$ cat config.mk
export PLATFORM = sky130hd
export DESIGN_NAME = rtcct_top
export DESIGN_NICKNAME = d
export VERILOG_FILES = /design/src/rtcct_pkg.sv /design/src/rtcct_pin_filter.sv /design/src/rtcct_bcd_step.sv /design/src/rtcct_top.sv
export SDC_FILE = /design/constraint.sdc
export NUM_CORES = 1
export LEC_CHECK = 0
export BUFFER_PORTS_ARGS = -buffer_cell sky130_fd_sc_hd__buf_2
export CAP_MARGIN = 20
export CORE_MARGIN = 4
export CORE_UTILIZATION = 30
export DETAILED_ROUTE_END_ITERATION = 16
export HOLD_SLACK_MARGIN = 0.03
export PLACE_DENSITY = 0.5
export SLEW_MARGIN = 20
export SYNTH_ARGS = -nofsm -noshare
export SYNTH_HDL_FRONTEND = slang
export SYNTH_SLANG_ARGS = --single-unit
export TNS_END_PERCENT = 50
$ cat constraint.sdc
create_clock -name sys_clk -period 3.7 [get_ports sys_clk]
set_input_delay 0.185 -clock sys_clk [delete_from_list [all_inputs] [get_ports sys_clk]]
set_output_delay 0.185 -clock sys_clk [all_outputs]
set_load 0.01 [all_outputs]
$ cat src/rtcct_pkg.sv
// Shared constants and carrier types for the calendar and trim block.
// Assumes a single 125 MHz system clock and an 8-bit internal register port.
package rtcct_pkg;

    // Internal register addresses
    localparam logic [3:0] ADDR_HOUR = 4'h2;
    localparam logic [3:0] ADDR_WDAY = 4'h3;
    localparam logic [3:0] ADDR_DAY = 4'h4;
    localparam logic [3:0] ADDR_MONTH = 4'h5;
    localparam logic [3:0] ADDR_YEAR = 4'h6;
    localparam logic [3:0] ADDR_TRIM = 4'h7;
    localparam logic [3:0] ADDR_ALARM_FIRST = 4'h8;
    localparam logic [3:0] ADDR_ALARM_LAST = 4'hD;

    // Implemented bits of each register; the rest read zero
    localparam logic [7:0] MASK_HOUR = 8'h3F;
    localparam logic [7:0] MASK_WDAY = 8'h07;
    localparam logic [7:0] MASK_DAY = 8'h3F;
    localparam logic [7:0] MASK_MONTH = 8'h1F;
    localparam logic [7:0] MASK_YEAR = 8'hFF;
    localparam logic [7:0] MASK_TRIM = 8'hFF;
    localparam logic [7:0] MASK_ALARM_MIN = 8'h7F;
    localparam logic [7:0] MASK_ALARM_HOUR = 8'h3F;
    localparam logic [7:0] MASK_ALARM_WDAY = 8'h7F;

    // Field positions
    localparam int TRIM_XSEL_BIT = 7;
    localparam int TRIM_SIGN_BIT = 6;
    localparam int HOUR_PM_BIT = 5;

    // Reset values
    localparam logic [7:0] RST_HOUR = 8'h00;
    localparam logic [2:0] RST_WDAY = 3'h0;
    localparam logic [7:0] RST_DAY = 8'h01;
    localparam logic [7:0] RST_MONTH = 8'h01;
    localparam logic [7:0] RST_YEAR = 8'h00;
    localparam logic [7:0] RST_TRIM = 8'h00;

    // Calendar limits in BCD
    localparam logic [7:0] BCD_00 = 8'h00;
    localparam logic [7:0] BCD_01 = 8'h01;
    localparam logic [7:0] BCD_12 = 8'h12;
    localparam logic [7:0] BCD_20 = 8'h20;
    localparam logic [7:0] BCD_23 = 8'h23;
    localparam logic [7:0] BCD_28 = 8'h28;
    localparam logic [7:0] BCD_29 = 8'h29;
    localparam logic [7:0] BCD_30 = 8'h30;
    localparam logic [7:0] BCD_31 = 8'h31;
    localparam logic [7:0] BCD_40 = 8'h40;
    localparam logic [7:0] BCD_99 = 8'h99;
    localparam logic [7:0] BCD_FEB = 8'h02;
    localparam logic [7:0] BCD_APR = 8'h04;
    localparam logic [7:0] BCD_JUN = 8'h06;
    localparam logic [7:0] BCD_SEP = 8'h09;
    localparam logic [7:0] BCD_NOV = 8'h11;
    localparam logic [2:0] WDAY_LAST = 3'h6;

    // Oscillator pulses per untrimmed second
    localparam logic [15:0] PULSES_32768 = 16'h8000;
    localparam logic [15:0] PULSES_32000 = 16'h7D00;

    // Register port request
    typedef struct packed {
        logic [3:0] addr;
        logic [7:0] wdata;
        logic wr;
        logic rd;
    } rtcct_req_type;

    // Calendar state
    typedef struct packed {
        logic [7:0] hour;
        logic [2:0] wday;
        logic [7:0] day;
        logic [7:0] month;
        logic [7:0] year;
    } rtcct_cal_type;

endpackage

$ cat src/rtcct_pin_filter.sv
// Three-stage pin synchroniser with agreement filter.
// Assumes the input is asynchronous to sys_clk.
`timescale 1ns/1ps
`default_nettype none
module rtcct_pin_filter
    import rtcct_pkg::*;
(
    // Clock and reset
    input wire logic sys_clk,
    input wire logic arst_n,
    // Pin and filtered level
    input wire logic pin,
    output logic level
);

    logic s1_q; // First stage, read only by the second
    logic s2_q; // Second stage
    logic s3_q; // Third stage
    logic level_q; // Accepted level

    ////////////////////////////////////////////////////////////////
    // Shift chain
    always_ff @(posedge sys_clk or negedge arst_n) begin
        if (!arst_n) begin
            s1_q <= 1'b0;
            s2_q <= 1'b0;
            s3_q <= 1'b0;
        end else begin
            s1_q <= pin;
            s2_q <= s1_q;
            s3_q <= s2_q;
        end
    end

    // Accept a change once stages two and three agree
    always_ff @(posedge sys_clk or negedge arst_n) begin
        if (!arst_n) begin
            level_q <= 1'b0;
        end else if (s2_q == s3_q) begin
            level_q <= s3_q;
        end
    end

    assign level = level_q;

endmodule
`default_nettype wire

$ cat src/rtcct_bcd_step.sv
// One BCD step between a low and a high bound, with wrap flag.
// Assumes the current value is a valid BCD value within the bounds.
`timescale 1ns/1ps
`default_nettype none
module rtcct_bcd_step
    import rtcct_pkg::*;
(
    // Value and bounds
    input wire logic [7:0] cur,
    input wire logic [7:0] lo,
    input wire logic [7:0] hi,
    // Next value and wrap
    output logic [7:0] nxt,
    output logic wrap
);

    ////////////////////////////////////////////////////////////////
    // Wrap at the bound, carry units into tens at nine
    always_comb begin
        wrap = 1'b0;
        if (cur == hi) begin
            nxt = lo;
            wrap = 1'b1;
        end else if (cur[3:0] == 4'h9) begin
            nxt = {cur[7:4] + 4'h1, 4'h0};
        end else begin
            nxt = {cur[7:4], cur[3:0] + 4'h1};
        end
    end

endmodule
`default_nettype wire

$ cat src/rtcct_top.sv
// Hour, weekday and BCD calendar counters with crystal select and trim.
// Assumes the seconds and minutes counters sit outside and feed
// sec_digits and min_carry on sys_clk; the serial bus front end drives
// the internal register port; the crystal arrives on osc_pin.
//
// Notes on behaviour
// - Weekday advances once on each day carry
// - Weekday counts 0 to 6 then wraps
// - Day wrap to one advances month
// - Month runs 1 to 12, wrap advances year
// - Year 00 to 99, multiples of four leap
// - Day, month, year kept as packed BCD
// - Trim reads zero while halt flag set
// - Bit seven selects 32768 or 32000 base
// - Untrimmed second is the base pulse count
// - Trim only at seconds 00, 20, 40
// - Positive sign lengthens by twice value-1
// - Negative sign shortens by twice inverted+1
// - Magnitude bits five to one zero: unchanged
// - Trim write takes effect next qualifying second
// - Clock output passes raw crystal untrimmed
// - Alarm A at 8h-Ah, alarm B Bh-Dh
// - Hour bit five is PM or twenty
// - Twelve-hour midnight 12, noon 32
// - Last hour rollover carries day and weekday
// - Halt flag clears select and trim bits
`timescale 1ns/1ps
`default_nettype none
module rtcct_top
    import rtcct_pkg::*;
(
    // Clock and reset
    input wire logic sys_clk,
    input wire logic arst_n,
    // Internal register port
    input wire logic [3:0] reg_addr,
    input wire logic [7:0] reg_wdata,
    input wire logic reg_wr,
    input wire logic reg_rd,
    output logic [7:0] reg_rdata,
    // Neighbouring counters and control
    input wire logic [7:0] sec_digits,
    input wire logic min_carry,
    input wire logic hour_12_mode,
    input wire logic osc_halt_flag,
    // Crystal and timing outputs
    input wire logic osc_pin,
    output logic clk32_out,
    output logic sec_tick
);

    ////////////////////////////////////////////////////////////////
    // Declarations
    rtcct_req_type req; // Bundled register request
    rtcct_cal_type cal_q; // Calendar state, gathered from the registers below
    logic [7:0] hour_q, day_q, month_q, year_q; // Calendar digit registers, one writer each
    logic [2:0] wday_q; // Weekday code register
    logic [7:0] trim_q; // Crystal select and trim bits
    logic [7:0] alarm_q [6]; // Alarm A and B bytes
    logic [7:0] rdata_q; // Read data holder
    logic clk32_q; // Raw crystal copy
    logic tick_q; // One-second pulse
    logic osc_level; // Filtered crystal level
    logic osc_prev_q; // Previous crystal level
    logic osc_pulse; // Rising crystal edge
    logic [15:0] cnt_q; // Pulses within current second
    logic [15:0] period_q; // Pulses for current second
    logic [15:0] period_d; // Pulses chosen for a new second
    logic [15:0] base; // Untrimmed pulses
    logic [15:0] lengthen; // Added pulses
    logic [15:0] shorten; // Removed pulses
    logic qualify; // Seconds value takes trim
    logic second_end; // Last pulse of the second
    logic [7:0] h24_nxt; // Next hour, 24-hour
    logic h24_wrap; // 23 to 00
    logic [7:0] h12_nxt; // Next hour digits, 12-hour
    logic h12_wrap; // 12 to 01 step
    logic [7:0] hour_nxt; // Next hour
    logic day_carry; // Hour wraps into next day
    logic [7:0] day_last; // Last day of month
    logic leap; // Leap year flag
    logic [7:0] day_nxt; // Next day
    logic day_wrap; // Day back to one
    logic [7:0] mon_nxt; // Next month
    logic mon_wrap; // Month back to one
    logic [7:0] year_nxt; // Next year
    logic [2:0] wday_nxt; // Next weekday
    logic [3:0] alarm_idx; // Alarm byte index
    logic [7:0] alarm_mask; // Alarm write mask

    assign req = '{addr: reg_addr, wdata: reg_wdata, wr: reg_wr, rd: reg_rd};
    assign cal_q = '{hour: hour_q, wday: wday_q, day: day_q, month: month_q, year: year_q};

    ////////////////////////////////////////////////////////////////
    // Crystal input
    rtcct_pin_filter u_osc_filter (
        .sys_clk(sys_clk),
        .arst_n(arst_n),
        .pin(osc_pin),
        .level(osc_level)
    );

    // Edge detect on the filtered level
    always_ff @(posedge sys_clk or negedge arst_n) begin
        if (!arst_n) begin
            osc_prev_q <= 1'b0;
        end else begin
            osc_prev_q <= osc_level;
        end
    end

    assign osc_pulse = osc_level & ~osc_prev_q;

    // Clock output copies the crystal, never the trimmed count
    always_ff @(posedge sys_clk or negedge arst_n) begin
        if (!arst_n) begin
            clk32_q <= 1'b0;
        end else begin
            clk32_q <= osc_level;
        end
    end

    ////////////////////////////////////////////////////////////////
    // Second length selection
    always_comb begin
        base = trim_q[TRIM_XSEL_BIT] ? PULSES_32000 : PULSES_32768;
        qualify = (sec_digits == BCD_00) || (sec_digits == BCD_20) || (sec_digits == BCD_40);
        lengthen = {9'h000, trim_q[5:0] - 6'h01, 1'b0};
        shorten = {9'h000, ~trim_q[5:0] + 6'h01, 1'b0};
        period_d = base;
        if (qualify && (trim_q[5:1] != 5'h00)) begin
            if (trim_q[TRIM_SIGN_BIT]) begin
                period_d = base - shorten;
            end else begin
                period_d = base + lengthen;
            end
        end
    end

    assign second_end = osc_pulse && (cnt_q == period_q - 16'h0001);

    // Pulse counter; the period is latched at the first pulse of each second
    always_ff @(posedge sys_clk or negedge arst_n) begin
        if (!arst_n) begin
            cnt_q <= 16'h0000;
            period_q <= PULSES_32768;
        end else if (osc_pulse) begin
            if (cnt_q == 16'h0000) begin
                period_q <= period_d;
                cnt_q <= 16'h0001;
            end else if (second_end) begin
                cnt_q <= 16'h0000;
            end else begin
                cnt_q <= cnt_q + 16'h0001;
            end
        end
    end

    // One-cycle second pulse to the seconds counter
    always_ff @(posedge sys_clk or negedge arst_n) begin
        if (!arst_n) begin
            tick_q <= 1'b0;
        end else begin
            tick_q <= second_end;
        end
    end

    ////////////////////////////////////////////////////////////////
    // Hour stepping
    rtcct_bcd_step u_hour24 (
        .cur(cal_q.hour),
        .lo(BCD_00),
        .hi(BCD_23),
        .nxt(h24_nxt),
        .wrap(h24_wrap)
    );

    rtcct_bcd_step u_hour12 (
        .cur({3'h0, cal_q.hour[4:0]}),
        .lo(BCD_01),
        .hi(BCD_12),
        .nxt(h12_nxt),
        .wrap(h12_wrap)
    );

    // Twelve-hour: 11 flips AM/PM into 12; PM 11 (31) to AM 12 ends the day
    always_comb begin
        if (hour_12_mode) begin
            hour_nxt = {2'b00, cal_q.hour[HOUR_PM_BIT], h12_nxt[4:0]};
            day_carry = 1'b0;
            if (cal_q.hour[4:0] == 5'h11) begin
                hour_nxt = {2'b00, ~cal_q.hour[HOUR_PM_BIT], 5'h12};
                day_carry = cal_q.hour[HOUR_PM_BIT];
            end
        end else begin
            hour_nxt = h24_nxt;
            day_carry = h24_wrap;
        end
    end

    ////////////////////////////////////////////////////////////////
    // Calendar stepping
    // Tens even: units 0,4,8; tens odd: units 2,6
    assign leap = cal_q.year[4] ? (cal_q.year[1:0] == 2'b10) : (cal_q.year[1:0] == 2'b00);

    // Month length
    always_comb begin
        if (cal_q.month == BCD_FEB) begin
            day_last = leap ? BCD_29 : BCD_28;
        end else if ((cal_q.month == BCD_APR) || (cal_q.month == BCD_JUN) ||
                     (cal_q.month == BCD_SEP) || (cal_q.month == BCD_NOV)) begin
            day_last = BCD_30;
        end else begin
            day_last = BCD_31;
        end
    end

    rtcct_bcd_step u_day (
        .cur(cal_q.day),
        .lo(BCD_01),
        .hi(day_last),
        .nxt(day_nxt),
        .wrap(day_wrap)
    );

    rtcct_bcd_step u_month (
        .cur(cal_q.month),
        .lo(BCD_01),
        .hi(BCD_12),
        .nxt(mon_nxt),
        .wrap(mon_wrap)
    );

    rtcct_bcd_step u_year (
        .cur(cal_q.year),
        .lo(BCD_00),
        .hi(BCD_99),
        .nxt(year_nxt),
        .wrap()
    );

    // Septimal weekday
    assign wday_nxt = (cal_q.wday == WDAY_LAST) ? 3'h0 : cal_q.wday + 3'h1;

    ////////////////////////////////////////////////////////////////
    // Hour register: host write wins over the minute carry
    always_ff @(posedge sys_clk or negedge arst_n) begin
        if (!arst_n) begin
            hour_q <= RST_HOUR;
        end else if (req.wr && req.addr == ADDR_HOUR) begin
            hour_q <= req.wdata & MASK_HOUR;
        end else if (min_carry) begin
            hour_q <= hour_nxt;
        end
    end

    // Weekday register
    always_ff @(posedge sys_clk or negedge arst_n) begin
        if (!arst_n) begin
            wday_q <= RST_WDAY;
        end else if (req.wr && req.addr == ADDR_WDAY) begin
            wday_q <= req.wdata[2:0];
        end else if (min_carry && day_carry) begin
            wday_q <= wday_nxt;
        end
    end

    // Day register
    always_ff @(posedge sys_clk or negedge arst_n) begin
        if (!arst_n) begin
            day_q <= RST_DAY;
        end else if (req.wr && req.addr == ADDR_DAY) begin
            day_q <= req.wdata & MASK_DAY;
        end else if (min_carry && day_carry) begin
            day_q <= day_nxt;
        end
    end

    // Month register
    always_ff @(posedge sys_clk or negedge arst_n) begin
        if (!arst_n) begin
            month_q <= RST_MONTH;
        end else if (req.wr && req.addr == ADDR_MONTH) begin
            month_q <= req.wdata & MASK_MONTH;
        end else if (min_carry && day_carry && day_wrap) begin
            month_q <= mon_nxt;
        end
    end

    // Year register
    always_ff @(posedge sys_clk or negedge arst_n) begin
        if (!arst_n) begin
            year_q <= RST_YEAR;
        end else if (req.wr && req.addr == ADDR_YEAR) begin
            year_q <= req.wdata & MASK_YEAR;
        end else if (min_carry && day_carry && day_wrap && mon_wrap) begin
            year_q <= year_nxt;
        end
    end

    // Trim register: halt flag forces it to zero
    always_ff @(posedge sys_clk or negedge arst_n) begin
        if (!arst_n) begin
            trim_q <= RST_TRIM;
        end else if (osc_halt_flag) begin
            trim_q <= RST_TRIM;
        end else if (req.wr && req.addr == ADDR_TRIM) begin
            trim_q <= req.wdata & MASK_TRIM;
        end
    end

    ////////////////////////////////////////////////////////////////
    // Alarm bytes
    assign alarm_idx = req.addr - ADDR_ALARM_FIRST;

    // Minute, hour and weekday masks repeat for both alarms
    always_comb begin
        case (alarm_idx)
            4'h0, 4'h3: alarm_mask = MASK_ALARM_MIN;
            4'h1, 4'h4: alarm_mask = MASK_ALARM_HOUR;
            default: alarm_mask = MASK_ALARM_WDAY;
        endcase
    end

    // Storage at 8h to Dh
    always_ff @(posedge sys_clk or negedge arst_n) begin
        if (!arst_n) begin
            for (int i = 0; i < 6; i++) begin
                alarm_q[i] <= 8'h00;
            end
        end else if (req.wr && req.addr >= ADDR_ALARM_FIRST && req.addr <= ADDR_ALARM_LAST) begin
            alarm_q[alarm_idx[2:0]] <= req.wdata & alarm_mask;
        end
    end

    ////////////////////////////////////////////////////////////////
    // Read data, held until the next read
    always_ff @(posedge sys_clk or negedge arst_n) begin
        if (!arst_n) begin
            rdata_q <= 8'h00;
        end else if (req.rd) begin
            case (req.addr)
                ADDR_HOUR: rdata_q <= cal_q.hour;
                ADDR_WDAY: rdata_q <= {5'h00, cal_q.wday};
                ADDR_DAY: rdata_q <= cal_q.day;
                ADDR_MONTH: rdata_q <= cal_q.month;
                ADDR_YEAR: rdata_q <= cal_q.year;
                ADDR_TRIM: rdata_q <= osc_halt_flag ? 8'h00 : trim_q;
                4'h8, 4'h9, 4'hA, 4'hB, 4'hC, 4'hD: rdata_q <= alarm_q[alarm_idx[2:0]];
                default: rdata_q <= 8'h00;
            endcase
        end
    end

    ////////////////////////////////////////////////////////////////
    // Outputs
    assign reg_rdata = rdata_q;
    assign clk32_out = clk32_q;
    assign sec_tick = tick_q;

endmodule
`default_nettype wire

==> impl_metrics.tcl <==
set metrics [dict create \
    power_density_nw_per_um2 510 \
    grt_antenna_before_repair 0 \
    syn_to_final_growth_pct 13.5 \
    boundaryPins 38 \
    vias_per_cell 5.15 \
    via_count_of_the_first_global_routing_pass 6722 \
    post_cts.repair.setup_buffers 0 \
    netlist.top_cell.by_area "dfrtp_1" \
    run_status "finished clean" \
    cp_cell_sequence "inv_1 > ha_1 > nand3b_1 > o41ai_1 > a31oi_1 > inv_1 > ha_1 > a21oi_1 > nor2_1 > nor2_1 > o211ai_1 > a31o_2 > a21o_1 > xor2_1 > o21ai_1" \
    antenna_cells_inserted 0 \
    num-fill-cells 2883 \
    synth_cell_count_leaders "dfrtp_1 (127), nand2_1 (86), nor2_1 (80)" \
    finalWirelength_mm 23.1 \
    critical_path_buf_inv_count 2 \
    distinct_cell_type_count_of_the_synthesized_netlist 83 \
    clock_insertion_delay_at_the_later_pin_of_the_skew_report_ps 440 \
    globalplace.congestion 0.832 \
    regArea_um2 3260 \
    layout-drive-gt1-share_pct 17.9 \
    place.port_buffers 37 \
    routed-via-count 6822 \
    leakagePower_nw 4.15 \
    htreeDepth 4 \
    grt_usage_pct 15.2 \
    grt_first_pass_wirelength_mm 37.7 \
    critical_path.max_fanout 8 \
    max-clock-path-buffers 2 \
    cts_root_buffer "clkbuf_16" \
    drt_first_iter_violations 393 \
    cp_data_arrival_time_ps 3620 \
    synth_top_area_share_pct 37.4 \
    die_x_um 176 \
    grt_max_degree 70 \
    timing.final.crit_period_ps 3270 \
    timing_worst_slew_pin_value_ps 854 \
    antenna_left 0 \
    slew-limit-headroom_pct 42.6 \
    cp-end-kind "flip-flop" \
    dieHeight_um 176 \
    yosysSeqAreaShare_pct 38.3 \
    rsz0062_at_grt "false" \
    category_of_the_worst_setup_path_launch_point "flip-flop" \
    final_hold_viol_count 0 \
    cts-buffers-inserted 17 \
    row_count 61 \
    fin_skew_ps 17.9 \
    synth_edf_count 0 \
    setup-violations-final 0 \
    place_hpwl_mm 16.3 \
    maxCapViolations 0 \
    peakVddDrop_mv 0.327 \
    fp.dieArea_um2 31100 \
    design.final.nets 982 \
    synth_top_cells_by_area "dfrtp_1 (37%), mux2_2 (6.4%), nand2_1 (3.8%)" \
    critical-path-slowest-cell "a31oi_1" \
    ys.warnings.count 0 \
    timing.setup.critical_path_class "flip-flop to flip-flop" \
    final_min_period_over_clock_period_pct 88.3 \
    fmax_mhz 306 \
    route.detailed.drc 0 \
    clkTransAtPathRegs_ps 70 \
    floorplan.core_area_um2 27900 \
    multiInputGateArea_um2 4860 \
    final.setup.tns_ps 0 \
    postSynth.asyncResetShare_pct 100 \
    synth_fp_nets 966 \
    tritoncts "yes" \
    cpPeakStageDelay_ps 560 \
    cts_sinks 130 \
    grt.overflow.total 0 \
    p_total_mw 4.92 \
    final_max_slew_viol_count 0 \
    postSynthCellCount 917 \
    wl_per_cell_um 17.4 \
    drtPass1Iterations 4 \
    cell_area_synth_um2 8500 \
    start_util_pct 30.5 \
    postSynthRegisterBits 130 \
    worst-endpoint-required_ps 4050 \
    hold_class "primary input to flip-flop" \
    critical_path.top_delay_family "compound AO/OA/AOI/OAI gates" \
    synth_most_common_cell "dfrtp_1" \
    mean_post_synth_cell_area_um2 9.27 \
    ys.flop_type "dfrtp_1" \
]
==> placed cells by master (no fill, tap or decap), types with 11 or more instances in the layout <==
| master | instances |
|---|---|
| nor3_1 | 21 |
| o21ai_1 | 11 |
| a21oi_1 | 47 |
| a221oi_1 | 11 |
| inv_1 | 37 |
| nor2b_1 | 17 |
| mux2i_1 | 23 |
| ha_1 | 21 |
| o21ai_0 | 45 |
| xor2_1 | 23 |
| nand2b_1 | 12 |
| nand2_1 | 86 |
| nor2_1 | 80 |
| dfrtp_1 | 127 |
| o22ai_1 | 12 |
| and3_1 | 16 |
| nand3_1 | 31 |
| buf_2 | 36 |
| xnor2_1 | 26 |
| mux2_2 | 48 |
| clkbuf_16 | 17 |
==> state kept, by name, summed over array words and instances (netlist names), 3 cells and up <==
register / cells
month_q: 8
year_q: 8
wday_q: 3
cnt_q: 16
hour_q: 8
alarm_q: 42
period_q: 15
trim_q: 8
day_q: 8
reg_rdata: 8
==> cell type report <==
| type | instances | share of cell area, % |
|---|---|---|
| clock buffers | 17 | 4.41 |
| well taps | 378 | 4.90 |
| flip-flops and latches | 130 | 33.7 |
| clock inverters | 15 | 1.96 |
| repair buffers | 50 | 3.20 |
| multi-input cells | 697 | 50.3 |
| inverters | 37 | 1.44 |
==> metrics by stage <==
stage                     hold slack (ps)  worst slack (ps)  std cells  utilization [%]  cell area (um^2)
after floorplan                      -111               432        917                -              8500
after global placement                265               563       1289             32.3              9010
after detailed placement              261               470       1289             32.3              9010
after CTS                            43.6               449       1324             34.6              9650
after global routing                 66.3               124       1324             34.6              9650
final                                62.1               432       1324             34.6              9650
==> routing by layer <==
layer | track usage, % | up-vias | routed length, um
li1 | - | 3356 | -
met1 | 21.1 | 3351 | 11100
met2 | 24.9 | 95 | 11100
met3 | 2.23 | 20 | 548
met4 | 4.22 | 0 | 303
met5 | 0 | - | 0
==> worst register-to-register path, stage by stage (launching register included) <==
cell and delay [ps]:
dfrtp_1 510, inv_1 130, ha_1 240, nand3b_1 90, o41ai_1 90, a31oi_1 560, inv_1 180, ha_1 260
a21oi_1 140, nor2_1 50, nor2_1 110, o211ai_1 130, a31o_2 280, a21o_1 160, xor2_1 130, o21ai_1 120
==> report_power, final <==
part           switching [mW]  internal [mW]
logic                   0.590          0.545
registers               0.313           1.68
clock network           0.769           1.03
==> kinds of logic (layout without fill, tap and decap cells) <==
kind of cell,after synthesis,in the layout,share of synthesized area (%)
muxes,78,78,10.9
DFF,130,130,38.3
and+or+nand+nor,335,335,20.9
AOI/OAI and AO/OA,212,212,16.8
xor gates and xnor gates,50,50,5.37
buffers and inverters,90,119,4.52
adders and majority gates,22,22,3.21
==> final timing paths <==
kind,startpoint,endpoint,slack (ps),cells past startpoint
max in group asynchronous,arst_n,period_q[15],2520,3
max reg2reg,trim_q[1],period_q[15],430,15
min,osc_halt_flag,trim_q[2],60,2
min reg2reg,u_osc_filter.s1_q,u_osc_filter.s2_q,350,0
max,trim_q[1],period_q[15],430,15
min in group asynchronous,arst_n,cnt_q[4],340,2
==> timing repair <==
| action | CTS | global route |
|---|---|---|
| resized for setup | 0 | 0 |
| hold buffers | 3 | 0 |
| hold endpoints to repair | 68 | 0 |
No activity file was read; power rests on OpenSTA's default activity.
